## src/cca_pkg.sv

```systemverilog
package cca_pkg;

  // ****************************************************
  // Geometry
  // ****************************************************
  localparam int          NMOD  = 5;
  localparam int          AW    = 8;
  localparam int          DW    = 8;
  localparam int          CW    = 16;

  // ****************************************************
  // Register offsets on the plain register port
  // ****************************************************
  localparam logic [7:0]  A_CTRL   = 8'hD8;  // array_control_reg
  localparam logic [7:0]  A_MODE0  = 8'hDA;  // module_mode_reg 0..4
  localparam logic [7:0]  A_CNTL   = 8'hE9;  // counter_low_byte
  localparam logic [7:0]  A_CNTH   = 8'hF9;  // counter_high_byte
  localparam logic [7:0]  A_CMPL0  = 8'hEA;  // module_compare_low 0..4
  localparam logic [7:0]  A_CMPH0  = 8'hFA;  // module_compare_high 0..4
  localparam logic [7:0]  A_PINLAT = 8'hC0;  // General-purpose pin latch
  localparam logic [7:0]  A_PINDIR = 8'hC1;  // General-purpose pin direction
  localparam logic [7:0]  A_PININ  = 8'hC2;  // Synchronised pin levels

  // ****************************************************
  // Field positions
  // ****************************************************
  localparam int          B_OVF    = 7;  // Counter overflow flag
  localparam int          B_RUN    = 6;  // counter_run_bit
  localparam int          B_CMPEN  = 6;  // compare_enable_bit
  localparam int          B_RISE   = 5;  // rising_capture_select
  localparam int          B_FALL   = 4;  // falling_capture_select
  localparam int          B_MATCH  = 3;  // match_flag_enable
  localparam int          B_TOG    = 2;  // toggle_on_match
  localparam int          B_PWM    = 1;  // pulse_width_select
  localparam int          B_IRQEN  = 0;  // module_irq_enable

  // ****************************************************
  // Reset values and counter constants
  // ****************************************************
  localparam logic [7:0]  RST_BYTE = 8'h00;
  localparam logic [15:0] RST_CNT  = 16'h0000;
  localparam logic [7:0]  LOW_MAX  = 8'hFF;
  localparam logic [15:0] CNT_ONE  = 16'h0001;
  localparam logic [15:0] CNT_MAX  = 16'hFFFF;

  // ****************************************************
  // Carriers
  // ****************************************************
  typedef struct packed {
    logic [AW-1:0] addr;
    logic [DW-1:0] wdata;
    logic          wr;
    logic          rd;
  } cca_req_s;

endpackage

```

## src/cca_top.sv

```systemverilog
// Design decisions made here: the register offsets and the strobed register port.
`timescale 1ns/1ns
`default_nettype none

// What this block does
// - Each module independently capture, compare or off
// - Modules act only while counter runs
// - Events set module flag; enabled flag interrupts
// - Compare registers readable and writable any time; a capture in the same cycle wins over the write
// - Edge selects pick rising, falling or both
// - Selected edge copies counter, sets flag
// - Flags cleared only by software
// - New capture overwrites previous captured value
// - Timer and toggle modes compare 16 bits
// - Pulse-width mode compares counter low byte
// - Compare evaluated at every counter tick
// - Compare enable bit selects compare function
// - Timer mode match sets event flag
// - Low write clears, high write sets enable
// - Toggle mode match inverts pin, sets flag
// - Last software pin level sets toggle direction
// - Unchanged compare toggles again after wrap
// - Unused module pins act as port pins
module cca_top (
  input  wire logic                        CLK,
  input  wire logic                        RST_N,
  input  wire logic [cca_pkg::AW-1:0]      ADDR,
  input  wire logic [cca_pkg::DW-1:0]      WDATA,
  input  wire logic                        WR,
  input  wire logic                        RD,
  output var  logic [cca_pkg::DW-1:0]      RDATA,
  input  wire logic [cca_pkg::NMOD-1:0]    CEX_IN,
  output var  logic [cca_pkg::NMOD-1:0]    CEX_OUT,
  output var  logic [cca_pkg::NMOD-1:0]    CEX_OE,
  output var  logic                        IRQ
);

  // ****************************************************
  // Storage
  // ****************************************************
  cca_pkg::cca_req_s              req;
  logic [cca_pkg::CW-1:0]         cnt_r;
  logic                           run_r;
  logic                           ovf_r;
  logic [cca_pkg::NMOD-1:0]       flag_r;
  logic [cca_pkg::DW-1:0]         mode_r  [cca_pkg::NMOD];
  logic [cca_pkg::DW-1:0]         cmpl_r  [cca_pkg::NMOD];
  logic [cca_pkg::DW-1:0]         cmph_r  [cca_pkg::NMOD];
  logic [cca_pkg::NMOD-1:0]       lat_r;
  logic [cca_pkg::NMOD-1:0]       dir_r;
  logic [cca_pkg::NMOD-1:0]       pwm_r;
  logic [cca_pkg::NMOD-1:0]       s1_r;
  logic [cca_pkg::NMOD-1:0]       s2_r;
  logic [cca_pkg::NMOD-1:0]       prev_r;
  logic [cca_pkg::NMOD-1:0]       cap_ev;
  logic [cca_pkg::NMOD-1:0]       hit_ev;
  logic [cca_pkg::NMOD-1:0]       tog_ev;
  logic [cca_pkg::NMOD-1:0]       pwm_mode;
  logic [cca_pkg::NMOD-1:0]       lo_wr;
  logic [cca_pkg::NMOD-1:0]       hi_wr;
  logic [cca_pkg::NMOD-1:0]       md_wr;
  logic                           wrap;
  logic                           lo_wrap;
  logic [cca_pkg::DW-1:0]         rd_nxt;

  // Address match of a per-module register, used by both decoders
  function automatic logic hit(input logic [7:0] a, input logic [7:0] base,
                               input int i);
    hit = (a == base + 8'(i));
  endfunction

  // Low and high bytes of a count, shared by capture, PWM and the read path
  function automatic logic [cca_pkg::DW-1:0] lo_byte(input logic [cca_pkg::CW-1:0] v);
    lo_byte = v[cca_pkg::DW-1:0];
  endfunction

  function automatic logic [cca_pkg::DW-1:0] hi_byte(input logic [cca_pkg::CW-1:0] v);
    hi_byte = v[cca_pkg::CW-1:cca_pkg::DW];
  endfunction

  // Write strobe aimed at one shared register
  function automatic logic wr_at(input cca_pkg::cca_req_s r, input logic [7:0] a);
    wr_at = r.wr && (r.addr == a);
  endfunction

  // Pack of the register port
  assign req.addr  = ADDR;
  assign req.wdata = WDATA;
  assign req.wr    = WR;
  assign req.rd    = RD;

  // ****************************************************
  // Write decode and event detection
  // ****************************************************
  // Counter wraps once per full count; low byte wrap ends a PWM period
  assign wrap    = run_r && (cnt_r == cca_pkg::CNT_MAX);
  assign lo_wrap = run_r && (lo_byte(cnt_r) == cca_pkg::LOW_MAX);

  always_comb begin
    for (int i = 0; i < cca_pkg::NMOD; i++) begin
      lo_wr[i] = req.wr && hit(req.addr, cca_pkg::A_CMPL0, i);
      hi_wr[i] = req.wr && hit(req.addr, cca_pkg::A_CMPH0, i);
      md_wr[i] = req.wr && hit(req.addr, cca_pkg::A_MODE0, i);
      // Edge seen between synchronised and delayed copy
      cap_ev[i] = run_r && !mode_r[i][cca_pkg::B_CMPEN] &&
                  ((mode_r[i][cca_pkg::B_RISE] && s2_r[i] && !prev_r[i]) ||
                   (mode_r[i][cca_pkg::B_FALL] && !s2_r[i] && prev_r[i]));
      // Full 16-bit match, evaluated on every counter tick
      hit_ev[i] = run_r && mode_r[i][cca_pkg::B_CMPEN] &&
                  mode_r[i][cca_pkg::B_MATCH] &&
                  ({cmph_r[i], cmpl_r[i]} == cnt_r);
      tog_ev[i] = hit_ev[i] && mode_r[i][cca_pkg::B_TOG];
      // PWM owns the pin only while compare enable is set as well
      pwm_mode[i] = mode_r[i][cca_pkg::B_CMPEN] && mode_r[i][cca_pkg::B_PWM];
    end
  end

  // ****************************************************
  // Shared counter and run control
  // ****************************************************
  // Counter only writable while stopped, so a running time base is never torn
  always_ff @(posedge CLK or negedge RST_N) begin
    if (!RST_N) begin
      cnt_r <= cca_pkg::RST_CNT;
    end else if (run_r) begin
      cnt_r <= cnt_r + cca_pkg::CNT_ONE;
    end else if (wr_at(req, cca_pkg::A_CNTL)) begin
      cnt_r[cca_pkg::DW-1:0] <= req.wdata;
    end else if (wr_at(req, cca_pkg::A_CNTH)) begin
      cnt_r[cca_pkg::CW-1:cca_pkg::DW] <= req.wdata;
    end
  end

  // Run bit and overflow flag; a wrap beats a software clear
  // Stopping the count freezes every module, since no event can fire
  always_ff @(posedge CLK or negedge RST_N) begin
    if (!RST_N) begin
      run_r <= 1'b0;
      ovf_r <= 1'b0;
    end else begin
      if (wr_at(req, cca_pkg::A_CTRL)) begin
        run_r <= req.wdata[cca_pkg::B_RUN];
        ovf_r <= (ovf_r && req.wdata[cca_pkg::B_OVF]) || wrap;
      end else begin
        ovf_r <= ovf_r || wrap;
      end
    end
  end

  // ****************************************************
  // Module event flags
  // ****************************************************
  // Hardware only sets; writing zero clears, and a same-cycle event wins
  always_ff @(posedge CLK or negedge RST_N) begin
    if (!RST_N) begin
      flag_r <= '0;
    end else if (wr_at(req, cca_pkg::A_CTRL)) begin
      flag_r <= (flag_r & req.wdata[cca_pkg::NMOD-1:0]) | cap_ev | hit_ev;
    end else begin
      flag_r <= flag_r | cap_ev | hit_ev;
    end
  end

  // ****************************************************
  // Mode and compare registers
  // ****************************************************
  // Low write drops compare enable, high write restores it
  always_ff @(posedge CLK or negedge RST_N) begin
    if (!RST_N) begin
      for (int i = 0; i < cca_pkg::NMOD; i++) begin
        mode_r[i] <= cca_pkg::RST_BYTE;
      end
    end else begin
      for (int i = 0; i < cca_pkg::NMOD; i++) begin
        if (md_wr[i]) begin
          mode_r[i] <= req.wdata;
        end else if (lo_wr[i]) begin
          mode_r[i][cca_pkg::B_CMPEN] <= 1'b0;
        end else if (hi_wr[i]) begin
          mode_r[i][cca_pkg::B_CMPEN] <= 1'b1;
        end
      end
    end
  end

  // Capture overwrites; otherwise software and PWM reload own the pair
  always_ff @(posedge CLK or negedge RST_N) begin
    if (!RST_N) begin
      for (int i = 0; i < cca_pkg::NMOD; i++) begin
        cmpl_r[i] <= cca_pkg::RST_BYTE;
        cmph_r[i] <= cca_pkg::RST_BYTE;
      end
    end else begin
      for (int i = 0; i < cca_pkg::NMOD; i++) begin
        if (cap_ev[i]) begin
          cmpl_r[i] <= lo_byte(cnt_r);
          cmph_r[i] <= hi_byte(cnt_r);
        end else begin
          if (lo_wr[i]) begin
            cmpl_r[i] <= req.wdata;
          end else if (pwm_mode[i] && lo_wrap) begin
            cmpl_r[i] <= cmph_r[i];
          end
          if (hi_wr[i]) begin
            cmph_r[i] <= req.wdata;
          end
        end
      end
    end
  end

  // ****************************************************
  // Pins
  // ****************************************************
  // Two-stage synchroniser, third stage only for edge history
  always_ff @(posedge CLK or negedge RST_N) begin
    if (!RST_N) begin
      s1_r   <= '0;
      s2_r   <= '0;
      prev_r <= '0;
    end else begin
      s1_r   <= CEX_IN;
      s2_r   <= s1_r;
      prev_r <= s2_r;
    end
  end

  // Toggle flips the software latch, so the last written level sets direction
  always_ff @(posedge CLK or negedge RST_N) begin
    if (!RST_N) begin
      lat_r <= '0;
      dir_r <= '0;
    end else begin
      if (wr_at(req, cca_pkg::A_PINDIR)) begin
        dir_r <= req.wdata[cca_pkg::NMOD-1:0];
      end
      if (wr_at(req, cca_pkg::A_PINLAT)) begin
        lat_r <= req.wdata[cca_pkg::NMOD-1:0] ^ tog_ev;
      end else begin
        lat_r <= lat_r ^ tog_ev;
      end
    end
  end

  // PWM output: high from low-byte match until the low byte rolls over
  // Limitation: a duty value of FF never rises, as the rollover clear wins
  always_ff @(posedge CLK or negedge RST_N) begin
    if (!RST_N) begin
      pwm_r <= '0;
    end else begin
      for (int i = 0; i < cca_pkg::NMOD; i++) begin
        if (!pwm_mode[i] || lo_wrap) begin
          pwm_r[i] <= 1'b0;
        end else if (run_r && lo_byte(cnt_r) == cmpl_r[i]) begin
          pwm_r[i] <= 1'b1;
        end
      end
    end
  end

  // Pin drive: PWM owns the pin, otherwise the latch as a port pin
  always_ff @(posedge CLK or negedge RST_N) begin
    if (!RST_N) begin
      CEX_OUT <= '0;
      CEX_OE  <= '0;
    end else begin
      for (int i = 0; i < cca_pkg::NMOD; i++) begin
        if (pwm_mode[i]) begin
          CEX_OUT[i] <= pwm_r[i];
          CEX_OE[i]  <= 1'b1;
        end else begin
          CEX_OUT[i] <= lat_r[i] ^ tog_ev[i];
          // Toggle mode drives the pin even before its first match
          CEX_OE[i]  <= dir_r[i] | tog_ev[i] |
                        (mode_r[i][cca_pkg::B_TOG] & mode_r[i][cca_pkg::B_CMPEN]);
        end
      end
    end
  end

  // ****************************************************
  // Interrupt request
  // ****************************************************
  // Level request while any enabled flag stands
  // Event term lets the request rise with the flag rather than a cycle late
  always_ff @(posedge CLK or negedge RST_N) begin
    if (!RST_N) begin
      IRQ <= 1'b0;
    end else begin
      IRQ <= 1'b0;
      for (int i = 0; i < cca_pkg::NMOD; i++) begin
        if ((flag_r[i] || cap_ev[i] || hit_ev[i]) && mode_r[i][cca_pkg::B_IRQEN]) begin
          IRQ <= 1'b1;
        end
      end
    end
  end

  // ****************************************************
  // Read path
  // ****************************************************
  // Unmapped addresses read zero
  always_comb begin
    rd_nxt = cca_pkg::RST_BYTE;
    case (req.addr)
      cca_pkg::A_CTRL:   rd_nxt = {ovf_r, run_r, 1'b0, flag_r};
      cca_pkg::A_CNTL:   rd_nxt = lo_byte(cnt_r);
      cca_pkg::A_CNTH:   rd_nxt = hi_byte(cnt_r);
      cca_pkg::A_PINLAT: rd_nxt = {3'h0, lat_r};
      cca_pkg::A_PINDIR: rd_nxt = {3'h0, dir_r};
      cca_pkg::A_PININ:  rd_nxt = {3'h0, s2_r};
      default:           rd_nxt = cca_pkg::RST_BYTE;
    endcase
    // Per-module registers decode after the shared ones and take precedence
    for (int i = 0; i < cca_pkg::NMOD; i++) begin
      if (hit(req.addr, cca_pkg::A_MODE0, i)) begin
        rd_nxt = mode_r[i];
      end
      if (hit(req.addr, cca_pkg::A_CMPL0, i)) begin
        rd_nxt = cmpl_r[i];
      end
      if (hit(req.addr, cca_pkg::A_CMPH0, i)) begin
        rd_nxt = cmph_r[i];
      end
    end
  end

  // Read data stands only in the cycle after the strobe
  always_ff @(posedge CLK or negedge RST_N) begin
    if (!RST_N) begin
      RDATA <= cca_pkg::RST_BYTE;
    end else if (req.rd) begin
      RDATA <= rd_nxt;
    end else begin
      RDATA <= cca_pkg::RST_BYTE;
    end
  end

endmodule

`default_nettype wire

```

## config.mk

```make
export PLATFORM = sky130hd
export DESIGN_NAME = cca_top
export DESIGN_NICKNAME = d
export VERILOG_FILES = /design/src/cca_pkg.sv /design/src/cca_top.sv
export SDC_FILE = /design/constraint.sdc
export NUM_CORES = 1
export LEC_CHECK = 0
export BUFFER_PORTS_ARGS = -buffer_cell sky130_fd_sc_hd__clkbuf_2
export CAP_MARGIN = 15
export CORE_UTILIZATION = 66
export DETAILED_ROUTE_END_ITERATION = 7
export PLACE_DENSITY = 0.84
export SLEW_MARGIN = 20
export SYNTH_ARGS = -nofsm -noshare
export SYNTH_HDL_FRONTEND = slang
export SYNTH_SLANG_ARGS = --single-unit
```

## constraint.sdc

```tcl
create_clock -name CLK -period 3.6 [get_ports CLK]
set_input_delay 0.72 -clock CLK [delete_from_list [all_inputs] [get_ports CLK]]
set_output_delay 0.72 -clock CLK [all_outputs]
set_load 0.005 [all_outputs]
```

# Yosys cells after proc, flatten, opt, wreduce, memory -nomap -nowiden

Cells that the tools add are included.

Logic and storage cells: 348
Input bits: 25
Register bits after elaboration: 192

$add $sub $neg: 1
Reductions and logical operators: 158
Muxes and demuxes: 89
Equal/unequal tests: 34
Bitwise gates (word level): 27

Operator list:

| cell                                                            | count |
|---|---|
| 8-bit two-way mux                                               | 44 |
| 8-bit equality test, second input constant                      | 22 |
| 1-bit logical AND                                               | 93 |
| 16-bit equality test                                            | 5 |
| 8-bit case mux with 6 select lines                              | 1 |
| 1-bit two-way mux                                               | 41 |
| 8-bit equality test                                             | 5 |
| 3-bit nonzero test                                              | 10 |
| 2-bit nonzero test                                              | 12 |
| 1-bit logical OR                                                | 22 |
| 1-bit logical NOT                                               | 20 |
| 5-bit bitwise OR                                                | 4 |
| 16-bit by 1-bit adder with 16-bit output, second input constant | 1 |
| 16-bit equality test, second input constant                     | 1 |
| 16-bit two-way mux                                              | 1 |
| 5-bit two-way mux                                               | 2 |
| 1-bit bitwise OR                                                | 10 |
| 5-bit XOR                                                       | 2 |
| 1-bit AND                                                       | 5 |
| 5-bit AND                                                       | 1 |
| 1-bit XOR                                                       | 5 |
| 2-bit inequality test, second input constant                    | 1 |
| 2-bit AND reduction                                             | 1 |

# Depth between registers and ports, before layout

Depth in word-level cells: 18
Depth in mapped cells: 9

# Worst setup path before layout

Ideal clock, no wire load.

Kind: input -> register
From: in ADDR[4] (netlist bit)
To: reg cmpl_r[10] (netlist bit)
Data arrival time: 2254 ps
Setup time: 125 ps
Path slack: 1221 ps
Required time: 3475 ps
Stages on the path: 8
Cells stage by stage: buf_2 -> and4b_1 -> buf_2 -> nand3_2 -> buf_6 -> inv_2 -> a311oi_4 -> mux2_2

Word-level cells in the longest chain between the ends: 4
Elaborated cells on any way between the ends: 5
Those cells by class: eq/ne: 1; mux: 2; reduce/logical: 2

Ends and longest elaborated chain:

| item                          | RTL line       | text |
|---|---|---|
| start, declared               | cca_top.sv:27  | `input wire logic [cca_pkg::AW-1:0] ADDR,` |
| 8-bit equality test (*)       | cca_top.sv:69  | `hit = (a == base + 8'(i));` |
| 1-bit logical AND (*)         | cca_top.sv:101 | `lo_wr[i] = req.wr && hit(req.addr, cca_pkg::A_CMPL0, i);` |
| 8-bit two-way mux             | cca_top.sv:199 | `if (lo_wr[i]) begin` |
| 8-bit two-way mux             | cca_top.sv:195 | `if (cap_ev[i]) begin` |
| end signal, assigned by index | cca_top.sv:196 | `cmpl_r[i] <= lo_byte(cnt_r);` |
| end signal, assigned by index | cca_top.sv:200 | `cmpl_r[i] <= req.wdata;` |
| end signal, assigned by index | cca_top.sv:202 | `cmpl_r[i] <= cmph_r[i];` |
| end, declared                 | cca_top.sv:47  | `logic [cca_pkg::DW-1:0] cmpl_r [cca_pkg::NMOD];` |

Every way passes the cells marked *; elsewhere a longest branch is shown, timed or not.
A chain may end at the register's enable or synchronous reset.

# Worst setup path in the final report

From: in ADDR[5] (netlist bit)
To: reg RDATA[6] (netlist bit)

Word-level cells in the longest chain between the ends: 18
Elaborated cells on any way between the ends: 38
Those cells by class: eq/ne: 21; mux: 17

Ends and longest elaborated chain:

| item                               | RTL line       | text |
|---|---|---|
| 8-bit equality test                | cca_top.sv:305 | `case (req.addr)` |
| 8-bit case mux with 6 select lines | cca_top.sv:305 |  |
| 8-bit two-way mux                  | cca_top.sv:316 | `if (hit(req.addr, cca_pkg::A_MODE0, i)) begin` |
| 8-bit two-way mux                  | cca_top.sv:319 | `if (hit(req.addr, cca_pkg::A_CMPL0, i)) begin` |
| 8-bit two-way mux                  | cca_top.sv:322 | `if (hit(req.addr, cca_pkg::A_CMPH0, i)) begin` |
| 8-bit two-way mux                  | cca_top.sv:316 |  |
| 8-bit two-way mux                  | cca_top.sv:319 |  |
| 8-bit two-way mux                  | cca_top.sv:322 |  |
| [2 not listed]                     | -              |  |
| 8-bit two-way mux                  | cca_top.sv:322 |  |
| 8-bit two-way mux                  | cca_top.sv:316 |  |
| 8-bit two-way mux                  | cca_top.sv:319 |  |
| 8-bit two-way mux                  | cca_top.sv:322 |  |
| 8-bit two-way mux                  | cca_top.sv:316 |  |
| 8-bit two-way mux                  | cca_top.sv:319 |  |
| 8-bit two-way mux (*)              | cca_top.sv:322 |  |
| 8-bit two-way mux (*)              | cca_top.sv:332 | `end else if (req.rd) begin` |
| end signal, assigned               | cca_top.sv:331 | `RDATA <= cca_pkg::RST_BYTE;` |
| end signal, assigned               | cca_top.sv:333 | `RDATA <= rd_nxt;` |
| end signal, assigned               | cca_top.sv:335 | `RDATA <= cca_pkg::RST_BYTE;` |
| end, declared                      | cca_top.sv:31  | `output var logic [cca_pkg::DW-1:0] RDATA,` |

Marks and branches as above.

==> run metrics <==
max_cap viols 0; layout cells sized above 1 around a fifth; die height 137.1 microns; EDFF count, synth 0; number of H-tree levels 4; Tot GR Track Use 50.27%; largest net degree at the start of global routing about 110; post-DR vias/cell between 7 and 8; Setup crit end kind flip-flop; Die W 137.1 microns; Post-synth ARST share 100.0%; dpl hpwl 31550 microns; initial core utilization between 60% and 70%; setup TNS 0 ps; cell count after synthesis 1280; Cell Rows 49; CTS tree yes; antenna diode count 0; root buf cell clkbuf_16; Overflow after GRT 0; vias in the first global route roughly 11000; Synth Register Bits 192; Reg2Reg Setup Slack between 800 and 900 ps; Final Cycle Share about 78%; Core Area roughly 18000 sq um; Clock transition at path regs ~80 ps; final WL roughly 46000 microns; top_reg_cell synth dfrtp_1; area share of the largest cell type after synthesis 39.86%; Mapped Nets 1306; PD cells ~500 nW/um^2; top cell type by total area after synthesis dfrtp_1; DIE AREA ~19000 sq um; Worst-Skew Late Latency 460 ps; IO buf count 43; Num CTS Buffers 17; VDD IR max 934.8 uV; Unique masters post-synth between 60 and 70; Required @ worst endpoint roughly 4000 ps; CP arrival 3190 ps; Post-route DRC 2; initial antenna violation count 3; Post-CTS Setup Bufs 0; Iter 0 DRT Violations between 1500 and 2000; worst-margin pin slew 1007 ps; IO Pins 44; r2r endpoint IRQ$_DFF_PN0_; Resized cells post-CTS 0; Netlist Area Pre-Place 12050 sq um; RR Startpoint run_r$_DFFE_PN0P_; Pleak 0.005427 uW; CTS max path bufs 2; TritonRoute pass-1 iters 8; Hold WC Path Type in2async; Max Freq between 300 and 400 MHz; Finish-stage setup viols 0; final hold violation count 0; path depth of the worst reg2reg path 5; CP Class in2reg; Routed Antenna Nets 0; Max Transition Viols Final 0; power consumption 6671 uW; syn_area_per_cell 9.416 sq um; Final Skew approximately 15 ps; register area share after synthesis 39.86%; drt wl/cell 29.75 microns; Worst slew margin between 30% and 40%; Max FO, Critical Path 18; Worst Setup SP ADDR[5]; top cells by area, synth dfrtp_1, mux2i_1, mux2_2; first-pass GRT wire length 66850 microns; cts hold-fix bufs 0; vias after detailed routing 11180; clock sink count 192; CP Launch Type input pin; area delta synth->final 8.876%; synth warn 0; Filler Cell Count 1303; status complete, but fails checks; gp weighted congestion 1.044; failing checks DRC; fin nets 1315; Tmin final 2816 ps; RSZ-0062 raised after global routing no
==> logic make-up (layout without fill, tap and decap cells) <==
logic type,after synthesis,after routing,synth area share (%)
adders and majority gates,1,1,0.1038
DFF,192,192,39.86
buffers and inverters,121,143,4.339
and+or+nand+nor,378,378,15.75
AOI/OAI and AO/OA,291,291,15.37
muxes,198,198,17.38
xor gates and xnor gates,99,99,7.194
==> routing by layer <==
metal	up-vias	GRT usage (%)	wire length, microns	part of all wire, %
met4	6	34.25	3899	8.6
met3	294	14.93	5854	13
met2	913	75.11	19550	43
met5	-	0	33	0.072
li1	4604	-	-	-
met1	5363	62.58	16210	36
==> power breakdown <==
group	internal, uW	switching [uW]
clock network	945	978
logic	771	921
registers	2370	689
total	4080	2590
==> state kept, by name (all words and copies together), names as in the netlist, 8 cells and up <==
register  count
cnt_r        16
cmph_r       40
RDATA         8
cmpl_r       40
mode_r       40
==> area by class of cell <==
| class | count | area, sq um | share of cell area (%) |
|---|---|---|---|
| repair buffers | 102 | 679.4 | 5.177 |
| clock buffers | 19 | 442.9 | 3.375 |
| well taps | 229 | 286.5 | 2.183 |
| inverters | 9 | 33.78 | 0.2574 |
| multi-input cells | 967 | 6733 | 51.31 |
| clock inverters | 13 | 142.6 | 1.087 |
| flip-flops and latches | 192 | 4805 | 36.61 |
==> through the flow <==
stage | setup WS, ps | hold slack [ps] | instance area [sq um] | util (%) | cells
finish | 784.1 | 184.2 | 13120 | 73.30 | 1531
global route | 667.8 | 206.1 | 13120 | 73.30 | 1531
CTS | 900.2 | 197.9 | 13120 | 73.30 | 1531
detailed placement | 417.9 | 337.1 | 12540 | 70.03 | 1499
global placement | 375.9 | 333.3 | 12540 | 70.03 | 1499
floorplan | 1221 | 331.2 | 12050 | - | 1280
==> layout by cell type, fill, tap and decap left out, drive strengths merged, types with 9 or more instances in the layout <==
cell type,count
a21oi,56
a22oi,13
a31oi,9
buf,59
clkbuf,62
dfrtp,192
inv,15
mux2,90
mux2i,108
nand2,145
nand2b,11
nand3,48
nand4,18
nor2,70
nor3,30
o21ai,128
o22ai,14
xnor2,84
xor2,15
==> worst max-delay path by stage <==
stage | end | slack (ps) | cells past startpoint
2_1_floorplan | cmpl_r[10]$_DFFE_PN0P_ | 1220 | 8
3_3_place_gp | RDATA[6]$_DFF_PN0_ | 380 | 8
3_5_place_dp | RDATA[6]$_DFF_PN0_ | 420 | 8
4_1_cts | RDATA[6]$_DFF_PN0_ | 900 | 8
5_1_grt | RDATA[6]$_DFF_PN0_ | 670 | 8
6_report | RDATA[6]$_DFF_PN0_ | 780 | 8
==> synth_stat cells (all sizes together), types with 5 or more instances <==
| cell | instances |
|---|---|
| a211oi | 8 |
| a21oi | 56 |
| a22oi | 13 |
| a311oi | 6 |
| a31oi | 9 |
| a32oi | 6 |
| and2 | 5 |
| and3b | 5 |
| and4b | 5 |
| buf | 50 |
| clkbuf | 62 |
| dfrtp | 192 |
| inv | 9 |
| mux2 | 90 |
| mux2i | 108 |
| nand2 | 145 |
| nand2b | 11 |
| nand3 | 48 |
| nand3b | 8 |
| nand4 | 18 |
| nor2 | 70 |
| nor2b | 6 |
| nor3 | 30 |
| nor4 | 6 |
| o21ai | 128 |
| o22a | 6 |
| o22ai | 14 |
| o2bb2ai | 8 |
| o31ai | 5 |
| xnor2 | 84 |
| xor2 | 15 |
==> critical path, stage by stage <==
cell	delay, ps
clkbuf_2	260
buf_4	350
nor2b_1	650
o211ai_1	180
a2111oi_0	440
o31a_1	260
o21ai_0	130
a31oi_1	190
No activity file was read; power rests on OpenSTA's default activity.
